[src/scs_pkg.sv]
// package for the subcode and sense readout block: offsets, reset values, counts, modes
// assumes a 250 MHz system clock and a classic wishbone register bus with 32-bit data
package scs_pkg;

    // timing
    localparam int unsigned CLK_MHZ       = 250;
    localparam int unsigned MONO_MAX_US   = 400;                   // longest hold-off time
    localparam int unsigned MONO_CYCLES   = MONO_MAX_US * CLK_MHZ; // rounded down, exact here

    // register byte offsets
    localparam logic [7:0] ADR_CMD        = 8'h00;
    localparam logic [7:0] ADR_STATUS     = 8'h04;
    localparam logic [7:0] ADR_MASK       = 8'h08;
    localparam logic [7:0] ADR_LIVE       = 8'h0c;

    // reset values
    localparam logic [7:0] CMD_RST        = 8'h00;
    localparam logic [2:0] MASK_RST       = 3'h0;
    localparam logic [1:0] SEL_RST        = 2'h0;

    // status bit positions (sticky, write one to clear)
    localparam int unsigned ST_LOADED     = 0;
    localparam int unsigned ST_CRC_FAIL   = 1;
    localparam int unsigned ST_SYNC       = 2;

    // command nibbles
    localparam logic [3:0] NIB_BUSY       = 4'h4;
    localparam logic [3:0] NIB_FOCUS      = 4'h5;
    localparam logic [3:0] NIB_SERVO6     = 4'h6;
    localparam logic [3:0] NIB_FSYNC      = 4'ha;
    localparam logic [3:0] NIB_SERIAL_BUS = 4'hb;
    localparam logic [3:0] NIB_OVERLEN    = 4'he;
    localparam int unsigned SEL_HI_POS    = 3;
    localparam int unsigned SEL_LO_POS    = 2;

    // subcode framing
    localparam int unsigned PW_BITS       = 8;
    localparam int unsigned Q_BIT_POS     = 6;    // P is bit 7, Q bit 6 of the symbol
    localparam int unsigned Q_DATA_BITS   = 80;
    localparam int unsigned Q_BITS        = 96;
    localparam logic [6:0]  Q_CNT_DATA    = 7'h50;
    localparam logic [6:0]  Q_CNT_FULL    = 7'h60;
    localparam logic [6:0]  Q_CNT_IDLE    = 7'h61;
    localparam logic [15:0] CRC_POLY      = 16'h1021;
    localparam logic [15:0] CRC_INIT      = 16'h0000;

    // output path of the sub q serial pin, one-hot
    typedef enum logic [3:0] {
        SQ_QDATA = 4'b0001,
        SQ_PW    = 4'b0010,
        SQ_SENSE = 4'b0100,
        SQ_MUX   = 4'b1000
    } scs_subq_serial_out_mode_t;

    // one step of the sub q crc, msb first
    function automatic logic [15:0] scs_crc_step(input logic [15:0] crc, input logic bit_in);
        logic fb;
        fb = crc[15] ^ bit_in;
        scs_crc_step = {crc[14:0], 1'b0} ^ (fb ? CRC_POLY : 16'h0000);
    endfunction

endpackage

[src/scs_sync2.sv]
// two flip-flop synchroniser for a group of independent level inputs
// assumes each bit is a slow level or a clock far below the system clock
`timescale 1ns/1ns
module scs_sync2 #(
    parameter int unsigned WIDTH = 1
) (
    input  wire logic             clk_in,
    input  wire logic             rst_b_in,
    input  wire logic [WIDTH-1:0] async_in,
    output logic      [WIDTH-1:0] sync_out
);

    typedef struct packed {
        logic [WIDTH-1:0] meta;
        logic [WIDTH-1:0] stable;
    } scs_sync_state_t;

    scs_sync_state_t st_r;
    scs_sync_state_t st_nxt;

    // first stage is read only by the second stage
    always_comb begin
        st_nxt.meta   = async_in;
        st_nxt.stable = st_r.meta;
    end

    always_ff @(posedge clk_in or negedge rst_b_in) begin
        if (!rst_b_in) begin
            st_r <= '0;
        end else begin
            st_r <= st_nxt;
        end
    end

    assign sync_out = st_r.stable;

endmodule

[src/scs_subq_ps.sv]
// 80-bit parallel/serial register for sub q readout
// assumes load and shift are one-cycle pulses on the system clock, load wins
`timescale 1ns/1ns
module scs_subq_ps #(
    parameter int unsigned BITS = scs_pkg::Q_DATA_BITS
) (
    input  wire logic            clk_in,
    input  wire logic            rst_b_in,
    input  wire logic            load_in,
    input  wire logic [BITS-1:0] data_in,
    input  wire logic            shift_in,
    output logic                 bit_out
);

    typedef struct packed {
        logic [BITS-1:0] sh;
    } scs_ps_state_t;

    scs_ps_state_t st_r;
    scs_ps_state_t st_nxt;
    logic [BITS-1:0] rev;

    // swap bit order inside each byte, byte order kept, so each byte leaves lsb first
    always_comb begin
        rev = '0;
        for (int i = 0; i < BITS; i++) begin
            rev[(i / 8) * 8 + (7 - (i % 8))] = data_in[i];
        end
    end

    // load, else shift towards the output at the top bit
    always_comb begin
        st_nxt = st_r;
        if (load_in) begin
            st_nxt.sh = rev;
        end else if (shift_in) begin
            st_nxt.sh = {st_r.sh[BITS-2:0], 1'b0};
        end
    end

    always_ff @(posedge clk_in or negedge rst_b_in) begin
        if (!rst_b_in) begin
            st_r <= '0;
        end else begin
            st_r <= st_nxt;
        end
    end

    assign bit_out = st_r.sh[BITS-1];

endmodule

[src/scs_top.sv]
// subcode and sense readout: sense selector, p-w and sub q serial readout, wishbone regs
// assumes subcode symbols, frame clock and subcode sync come from logic on clk_in;
// sense pins and host read clocks are asynchronous and are synchronised here
//
// The register addresses and the Wishbone slave port were left to the implementer.
`timescale 1ns/1ns
module scs_top #(
    parameter int unsigned MONO_CYCLES_P = scs_pkg::MONO_CYCLES
) (
    input  wire logic        clk_in,
    input  wire logic        rst_b_in,
    input  wire logic        wb_cyc_in,
    input  wire logic        wb_stb_in,
    input  wire logic        wb_we_in,
    input  wire logic [7:0]  wb_adr_in,
    input  wire logic [3:0]  wb_sel_in,
    input  wire logic [31:0] wb_dat_in,
    output logic      [31:0] wb_dat_out,
    output logic             wb_ack_out,
    output logic             irq_out,
    input  wire logic        servo_sense_in,
    input  wire logic        seq_busy_n_in,
    input  wire logic        focus_ok_in,
    input  wire logic        frame_sync_good_in,
    input  wire logic        efm_overlength_n_in,
    input  wire logic [7:0]  subcode_sym_in,
    input  wire logic        frame_clock_in,
    input  wire logic        subcode_sync_in,
    input  wire logic        subcode_pw_clock_in,
    input  wire logic        subq_read_clock_in,
    output logic             write_frame_clock_out,
    output logic             subcode_sync_out,
    output logic             subcode_pw_serial_out,
    output logic             subq_serial_out,
    output logic             status_sense_out,
    output logic             crc_ok_flag_out
);

    localparam int unsigned MCW = $clog2(MONO_CYCLES_P + 1);
    localparam logic [MCW-1:0] MONO_LOAD = MCW'(MONO_CYCLES_P);

    typedef struct packed {
        logic [7:0]              cmd;
        logic [1:0]              sel;
        logic [2:0]              stat;
        logic [2:0]              mask;
        logic                    ack;
        logic [31:0]             rdat;
        logic                    write_frame_clock_prev;
        logic                    subcode_pw_clock_prev;
        logic                    subq_read_clock_prev;
        logic [MCW-1:0]          mono;
        logic [7:0]              pw_sh;
        logic [6:0]              q_cnt;
        logic [15:0]             crc;
        logic [15:0]             chk;
        logic [scs_pkg::Q_DATA_BITS-1:0] sp;
        logic                    crc_ok;
        logic                    show_crc;
        logic [1:0]              mux_idx;
    } scs_state_t;

    scs_state_t st_r;
    scs_state_t st_nxt;

    logic [6:0]               syn;
    logic                     servo_s;
    logic                     busy_s;
    logic                     focus_s;
    logic                     fsync_s;
    logic                     ovl_s;
    logic                     subcode_pw_clock_s;
    logic                     subq_read_clock_s;
    logic                     frame_fall;
    logic                     subcode_pw_clock_rise;
    logic                     subq_read_clock_rise;
    logic                     held;
    logic                     q_eval;
    logic                     crc_pass;
    logic                     ps_load;
    logic                     ps_shift;
    logic                     ps_bit;
    logic                     sense;
    logic                     pw_clk;
    logic                     wb_req;
    logic                     wb_wr;
    logic                     q_bit;
    scs_pkg::scs_subq_serial_out_mode_t  mode;

    // sense pins and host clocks cross into clk_in
    scs_sync2 #(
        .WIDTH (7)
    ) u_sync (
        .clk_in   (clk_in),
        .rst_b_in (rst_b_in),
        .async_in ({subq_read_clock_in, subcode_pw_clock_in, efm_overlength_n_in,
                    frame_sync_good_in, focus_ok_in, seq_busy_n_in, servo_sense_in}),
        .sync_out (syn)
    );

    assign {subq_read_clock_s, subcode_pw_clock_s, ovl_s, fsync_s, focus_s, busy_s, servo_s} = syn;

    // sense selector, straight from the latest command nibble
    always_comb begin
        unique case (st_r.cmd[7:4])
            4'h0, 4'h1, 4'h2, 4'h3, scs_pkg::NIB_SERVO6: sense = servo_s;
            scs_pkg::NIB_BUSY:                          sense = busy_s;
            scs_pkg::NIB_FOCUS:                         sense = focus_s;
            scs_pkg::NIB_FSYNC:                         sense = fsync_s;
            scs_pkg::NIB_OVERLEN:                       sense = ovl_s;
            default:                                    sense = 1'b0;
        endcase
    end

    // edges, hold-off and sub q path decode
    always_comb begin
        frame_fall = st_r.write_frame_clock_prev && !frame_clock_in;
        subcode_pw_clock_rise  = subcode_pw_clock_s && !st_r.subcode_pw_clock_prev;
        subq_read_clock_rise  = subq_read_clock_s && !st_r.subq_read_clock_prev;
        held       = (st_r.mono != '0);
        q_eval     = (st_r.q_cnt == scs_pkg::Q_CNT_FULL);
        crc_pass   = (st_r.crc == ~st_r.chk);
        ps_load    = q_eval && crc_pass && !held;
        unique case (st_r.sel)
            2'b01:   mode = scs_pkg::SQ_PW;
            2'b10:   mode = scs_pkg::SQ_SENSE;
            2'b11:   mode = scs_pkg::SQ_MUX;
            default: mode = scs_pkg::SQ_QDATA;
        endcase
        pw_clk     = (mode == scs_pkg::SQ_PW) ? subq_read_clock_rise : subcode_pw_clock_rise;
        ps_shift   = (mode == scs_pkg::SQ_QDATA) && subq_read_clock_rise && !st_r.show_crc;
        q_bit      = subcode_sym_in[scs_pkg::Q_BIT_POS];
        wb_req     = wb_cyc_in && wb_stb_in;
        wb_wr      = wb_req && wb_we_in && st_r.ack && wb_sel_in[0];
    end

    // next state of the whole block
    always_comb begin
        st_nxt           = st_r;
        st_nxt.write_frame_clock_prev = frame_clock_in;
        st_nxt.subcode_pw_clock_prev = subcode_pw_clock_s;
        st_nxt.subq_read_clock_prev = subq_read_clock_s;

        // retriggerable hold-off: held while read clock is low, runs down while high
        if (!subq_read_clock_s) begin
            st_nxt.mono = MONO_LOAD;
        end else if (held) begin
            st_nxt.mono = st_r.mono - MCW'(1);
        end

        // p-w symbol taken at frame clock fall, shifted by the chosen clock
        if (frame_fall) begin
            st_nxt.pw_sh = subcode_sym_in;
        end else if (pw_clk) begin
            st_nxt.pw_sh = {st_r.pw_sh[6:0], 1'b0};
        end

        // q bit collection, one bit per frame
        if (subcode_sync_in) begin
            st_nxt.q_cnt = '0;
            st_nxt.crc   = scs_pkg::CRC_INIT;
        end else if (frame_fall && st_r.q_cnt < scs_pkg::Q_CNT_FULL) begin
            if (st_r.q_cnt < scs_pkg::Q_CNT_DATA) begin
                st_nxt.sp  = {st_r.sp[scs_pkg::Q_DATA_BITS-2:0], q_bit};
                st_nxt.crc = scs_pkg::scs_crc_step(st_r.crc, q_bit);
            end else begin
                st_nxt.chk = {st_r.chk[14:0], q_bit};
            end
            st_nxt.q_cnt = st_r.q_cnt + 7'h01;
        end else if (q_eval) begin
            st_nxt.q_cnt  = scs_pkg::Q_CNT_IDLE;
        end

        // verdict and flag stand even when a new sync lands in the evaluation cycle
        if (q_eval) begin
            st_nxt.crc_ok = crc_pass;
            if (ps_load) begin
                st_nxt.show_crc = 1'b1;
            end
        end

        // first read clock after a load moves the pin from flag to data
        if (subq_read_clock_rise && st_r.show_crc && !ps_load) begin
            st_nxt.show_crc = 1'b0;
        end

        // multiplex index for select 1,1; restarts once the hold-off runs out
        if (!held) begin
            st_nxt.mux_idx = 2'h0;
        end else if (subq_read_clock_rise && mode == scs_pkg::SQ_MUX) begin
            st_nxt.mux_idx = st_r.mux_idx + 2'h1;
        end

        // wishbone: registered ack, write and read data at the acked edge
        st_nxt.ack  = wb_req && !st_r.ack;
        st_nxt.rdat = 32'h0000_0000;
        if (wb_req && !st_r.ack && !wb_we_in) begin
            unique case (wb_adr_in)
                scs_pkg::ADR_CMD:    st_nxt.rdat = {24'h000000, st_r.cmd};
                scs_pkg::ADR_STATUS: st_nxt.rdat = {29'h0, st_r.stat};
                scs_pkg::ADR_MASK:   st_nxt.rdat = {29'h0, st_r.mask};
                scs_pkg::ADR_LIVE:   st_nxt.rdat = {26'h0, st_r.sel, held, st_r.crc_ok,
                                                    st_r.show_crc, sense};
                default:             st_nxt.rdat = 32'h0000_0000;
            endcase
        end
        if (wb_wr && wb_adr_in == scs_pkg::ADR_CMD) begin
            st_nxt.cmd = wb_dat_in[7:0];
            if (wb_dat_in[7:4] == scs_pkg::NIB_SERIAL_BUS) begin
                st_nxt.sel = {wb_dat_in[scs_pkg::SEL_HI_POS], wb_dat_in[scs_pkg::SEL_LO_POS]};
            end
        end
        if (wb_wr && wb_adr_in == scs_pkg::ADR_MASK) begin
            st_nxt.mask = wb_dat_in[2:0];
        end
        // sticky events, set wins over a write-one clear in the same cycle
        if (wb_wr && wb_adr_in == scs_pkg::ADR_STATUS) begin
            st_nxt.stat = st_r.stat & ~wb_dat_in[2:0];
        end
        if (ps_load) begin
            st_nxt.stat[scs_pkg::ST_LOADED] = 1'b1;
        end
        if (q_eval && !crc_pass) begin
            st_nxt.stat[scs_pkg::ST_CRC_FAIL] = 1'b1;
        end
        if (subcode_sync_in) begin
            st_nxt.stat[scs_pkg::ST_SYNC] = 1'b1;
        end
    end

    always_ff @(posedge clk_in or negedge rst_b_in) begin
        if (!rst_b_in) begin
            st_r      <= '0;
            st_r.cmd  <= scs_pkg::CMD_RST;
            st_r.sel  <= scs_pkg::SEL_RST;
            st_r.mask <= scs_pkg::MASK_RST;
            st_r.q_cnt <= scs_pkg::Q_CNT_IDLE;
        end else begin
            st_r <= st_nxt;
        end
    end

    // readout register, bit order reversed inside each byte on load, byte order kept
    scs_subq_ps #(
        .BITS (scs_pkg::Q_DATA_BITS)
    ) u_ps (
        .clk_in   (clk_in),
        .rst_b_in (rst_b_in),
        .load_in  (ps_load),
        .data_in  (st_r.sp),
        .shift_in (ps_shift),
        .bit_out  (ps_bit)
    );

    // output pins
    always_comb begin
        unique case (mode)
            scs_pkg::SQ_PW:    subq_serial_out = st_r.pw_sh[7];
            scs_pkg::SQ_SENSE: subq_serial_out = sense;
            scs_pkg::SQ_MUX: begin
                unique case (st_r.mux_idx)
                    2'h0:    subq_serial_out = st_r.crc_ok;
                    2'h1:    subq_serial_out = sense;
                    2'h2:    subq_serial_out = subcode_sync_in;
                    default: subq_serial_out = st_r.pw_sh[7];
                endcase
            end
            default:           subq_serial_out = st_r.show_crc ? st_r.crc_ok : ps_bit;
        endcase
    end

    assign status_sense_out      = sense;
    assign subcode_pw_serial_out = st_r.pw_sh[7];
    assign write_frame_clock_out = st_r.write_frame_clock_prev;
    assign subcode_sync_out      = subcode_sync_in;
    assign crc_ok_flag_out       = st_r.crc_ok;
    assign wb_ack_out            = st_r.ack;
    assign wb_dat_out            = st_r.rdat;
    assign irq_out               = |(st_r.stat & st_r.mask);
endmodule

[config.mk]
export PLATFORM = sky130hd
export DESIGN_NAME = scs_top
export DESIGN_NICKNAME = d
export VERILOG_FILES = /design/src/scs_pkg.sv /design/src/scs_sync2.sv /design/src/scs_subq_ps.sv /design/src/scs_top.sv
export SDC_FILE = /design/constraint.sdc
export NUM_CORES = 1
export LEC_CHECK = 0
export BUFFER_PORTS_ARGS = -buffer_cell sky130_fd_sc_hd__buf_2
export CAP_MARGIN = 20
export CORE_MARGIN = 3
export CORE_UTILIZATION = 59
export DETAILED_ROUTE_END_ITERATION = 16
export HOLD_SLACK_MARGIN = 0.1
export PLACE_DENSITY = 0.75
export SLEW_MARGIN = 25
export SYNTH_ARGS = -nofsm -noshare
export SYNTH_HDL_FRONTEND = slang
export SYNTH_SLANG_ARGS = --single-unit
[constraint.sdc]
create_clock -name clk_in -period 6.98 [get_ports clk_in]
set_input_delay 1.396 -clock clk_in [delete_from_list [all_inputs] [get_ports clk_in]]
set_output_delay 1.396 -clock clk_in [all_outputs]
set_load 0.005 [all_outputs]
==> flow_metrics.py <==
metrics = {
    "run": {
        "drv_cap": 0,
    },
    "hold_path": {
        "min_path_cells": 0,
        "min_from": "u_sync.st_nxt[5]$_DFF_PN0_",
        "worst_hold_path_type": "reg -> reg",
    },
    "critical_path": {
        "cp_data_arrival_time_ns": 2.47,
        "end_kind": "output pin",
        "r2r_cells": 8,
        "crit_slowest_cell": "buf_2",
        "crit_chain": "buf_2 > a221o_1 > nand2_1 > a21oi_1 > o32a_1 > buf_2",
        "critical-path-max-stage-delay_ns": 0.27,
        "crit_type": "in -> out",
        "cp-start-kind": "input pin",
        "required_ns": 5.58,
        "cpMostUsedCell": "buf_2",
        "worst_r2r_startpoint": "st_r[131]$_DFFE_PN0P_",
        "crit_start": "subcode_sync_in",
        "worstPathMaxFanout": 13,
    },
    "clocking": {
        "cts_setup_buffers": 0,
        "holdBufCountCts": 0,
        "h-tree-depth": 1,
        "clockRootBuffer": "clkbuf_16",
        "cts_resized": 0,
        "cts_buffers": 29,
        "cts_tree": "yes",
        "cts_buffer_depth": 3,
        "clk_pin_slew_ns": 0.06,
        "clock_latency_ns": 0.53,
        "clkSinkCount": 270,
    },
    "sta": {
        "skew_ns": 0.00785,
        "fin_hold_ws_ns": 0.349,
        "setup_viol": 0,
        "worst_pin_slew_ns": 0.952,
        "slew_violations": 0,
        "max_freq_mhz": 259,
        "finalCriticalPeriod_ns": 3.86,
        "finalHoldViolCount": 0,
        "period_share_pct": 55.3,
        "rsz0062_at_grt": "false",
        "fin_setup_tns_ns": 0,
        "maxSlewHeadroom_pct": 35.9,
    },
    "synthesis": {
        "synth_top_area_share_pct": 54.3,
        "synthDistinctLibCells": 56,
        "yosys_register_bits": 270,
        "async_flop_share_pct": 100,
        "synth_area_um2": 12300,
        "synth.most_common_cell": "dfrtp_1",
        "avgSynthCellArea_um2": 14.2,
        "synth_common_cells": "267 x dfrtp_1, 192 x mux2_2, 78 x mux2_4",
        "yosysWarnings": 0,
        "synth-edff-count": 0,
        "syn_inst": 870,
        "yosys.area.top_type": "dfrtp_1",
        "yosysSeqAreaShare_pct": 54.9,
        "ys.flop_type": "dfrtp_1",
        "yosys-top-cells-area": "dfrtp_1 54%, mux2_2 18%, mux2_4 9.5%",
    },
    "global_routing": {
        "grt_pass1_wl_um": 31900,
        "grt_overflow_total": 0,
        "use_met1_pct": 24.0,
        "grt_pass1_vias": 6587,
        "antenna_found_initial": 0,
        "grt_usage_pct": 16.9,
        "grt_max_degree": 179,
        "grtUsageMet2_pct": 27.5,
        "grt-busiest-layer": "met2",
        "grt_util_met3_pct": 3.01,
    },
    "drt": {
        "drc": 0,
        "vias": 6591,
        "detail-route-antenna-nets": 0,
        "drtIter0Drc": 246,
        "drt_first_pass_iters": 4,
        "routed_wl_um": 19000,
        "viasPerCell": 5.50,
        "wl_per_cell_um": 15.9,
    },
    "placed_design": {
        "postPlaceCellArea_um2": 12600,
        "place_inst": 1150,
        "io_buffers": 54,
        "dp.final_hpwl_um": 11400,
        "place_congestion": 0.763,
    },
    "finish": {
        "drive_gt1_share_pct": 42.8,
        "postLayoutCellArea_um2": 13600,
        "diodes": 0,
        "final_nets": 985,
        "area_growth_pct": 10.3,
        "stdcell_count": 1199,
        "postLayoutCoreUtil_pct": 66.7,
    },
    "die": {
        "dieArea_um2": 22600,
        "core-area_um2": 20400,
        "die_h_um": 150,
        "start_util_pct": 60.5,
        "ios": 106,
        "dieWidth_um": 150,
        "row_count": 52,
    },
    "run_status": {
        "status": "finished clean",
    },
    "power_and_ir_drop": {
        "power_density_nw_per_um2": 241,
        "irDropWorstVdd_mv": 0.152,
        "leakage_nw": 6.97,
    },
}
final cells by class:
cell class	instances	area, um2
sequential	270	6760
fill	1475	6780
multi-input combinational	536	5140
tap	270	338
inverter	11	41.3
timing repair buffer	64	384
clock inverter	7	63.8
clock buffer	41	861
cells by family (layout without fill, tap and decap cells):
kind of cell	Yosys count	count (layout)	share of synthesized area, %
flip-flops	270	270	54.9
AND/OR/NAND/NOR	126	126	5.70
buffers and inverters	87	123	4.24
multiplexers	283	283	28.3
adder cells (fa/ha/maj)	7	7	0.711
XOR/XNOR	34	34	2.42
other	1	24	0.0305
AO/OA/AOI/OAI	62	62	3.67
metal layers:
| layer | up-vias | wire, um |
|---|---|---|
| li1 | 3127 | - |
| met1 | 3320 | 9000 |
| met2 | 112 | 8890 |
| met3 | 32 | 782 |
| met4 | 0 | 365 |
| met5 | - | 0 |
per-stage QoR:
step           power (mW)  setup slack, ns
2_1_floorplan        1.78             3.41
3_3_place_gp         1.83             3.12
3_5_place_dp         1.84             3.08
4_1_cts              3.31             3.15
5_1_grt              3.40             3.01
6_report             3.27             3.12
worst max-delay path: cells and delay by family:
kind	cells	cell delay, ns
AOI/OAI and AO/OA	3	0.61
buffers and inverters	2	0.40
and+or+nand+nor	1	0.05
final timing paths:
check	to	slack, ns
max	subq_serial_out	3.12
min	u_sync.sync_out[5]$_DFF_PN0_	0.35
max reg2reg	u_ps.st_r[45]$_DFFE_PN0P_	3.61
min reg2reg	u_sync.sync_out[5]$_DFF_PN0_	0.35
max in group asynchronous	u_ps.st_r[33]$_DFFE_PN0P_	4.75
min in group asynchronous	st_r[120]$_DFFE_PN0P_	0.87
flip-flops by register name, summed over array words and instances (netlist names):
register / cells
write_frame_clock_out: 1
crc_ok_flag_out: 1
u_sync.st_nxt: 7
subcode_pw_serial_out: 1
wb_dat_out: 8
u_ps.st_r: 80
u_sync.sync_out: 7
wb_ack_out: 1
st_r: 164
power by group:
group	internal [mW]	switching (mW)	leakage, nW
sequential	1.61	0.0331	3.65
clock	0.884	0.576	0.464
combinational	0.0697	0.0948	2.85
layout by cell type, fill, tap and decap left out, drive strengths merged, types with 8 or more instances in the layout:
| cell type | instances |
|---|---|
| mux2 | 270 |
| dfrtp | 267 |
| buf | 64 |
| clkbuf | 41 |
| nand2 | 33 |
| xor2 | 27 |
| conb | 24 |
| nor2 | 19 |
| a22o | 17 |
| o21ai | 13 |
| inv | 12 |
| mux2i | 11 |
| nor4 | 10 |
| a21oi | 9 |
| nand4 | 9 |
| and2 | 9 |
| nand3 | 8 |
Power figures use the tool's default switching activity.
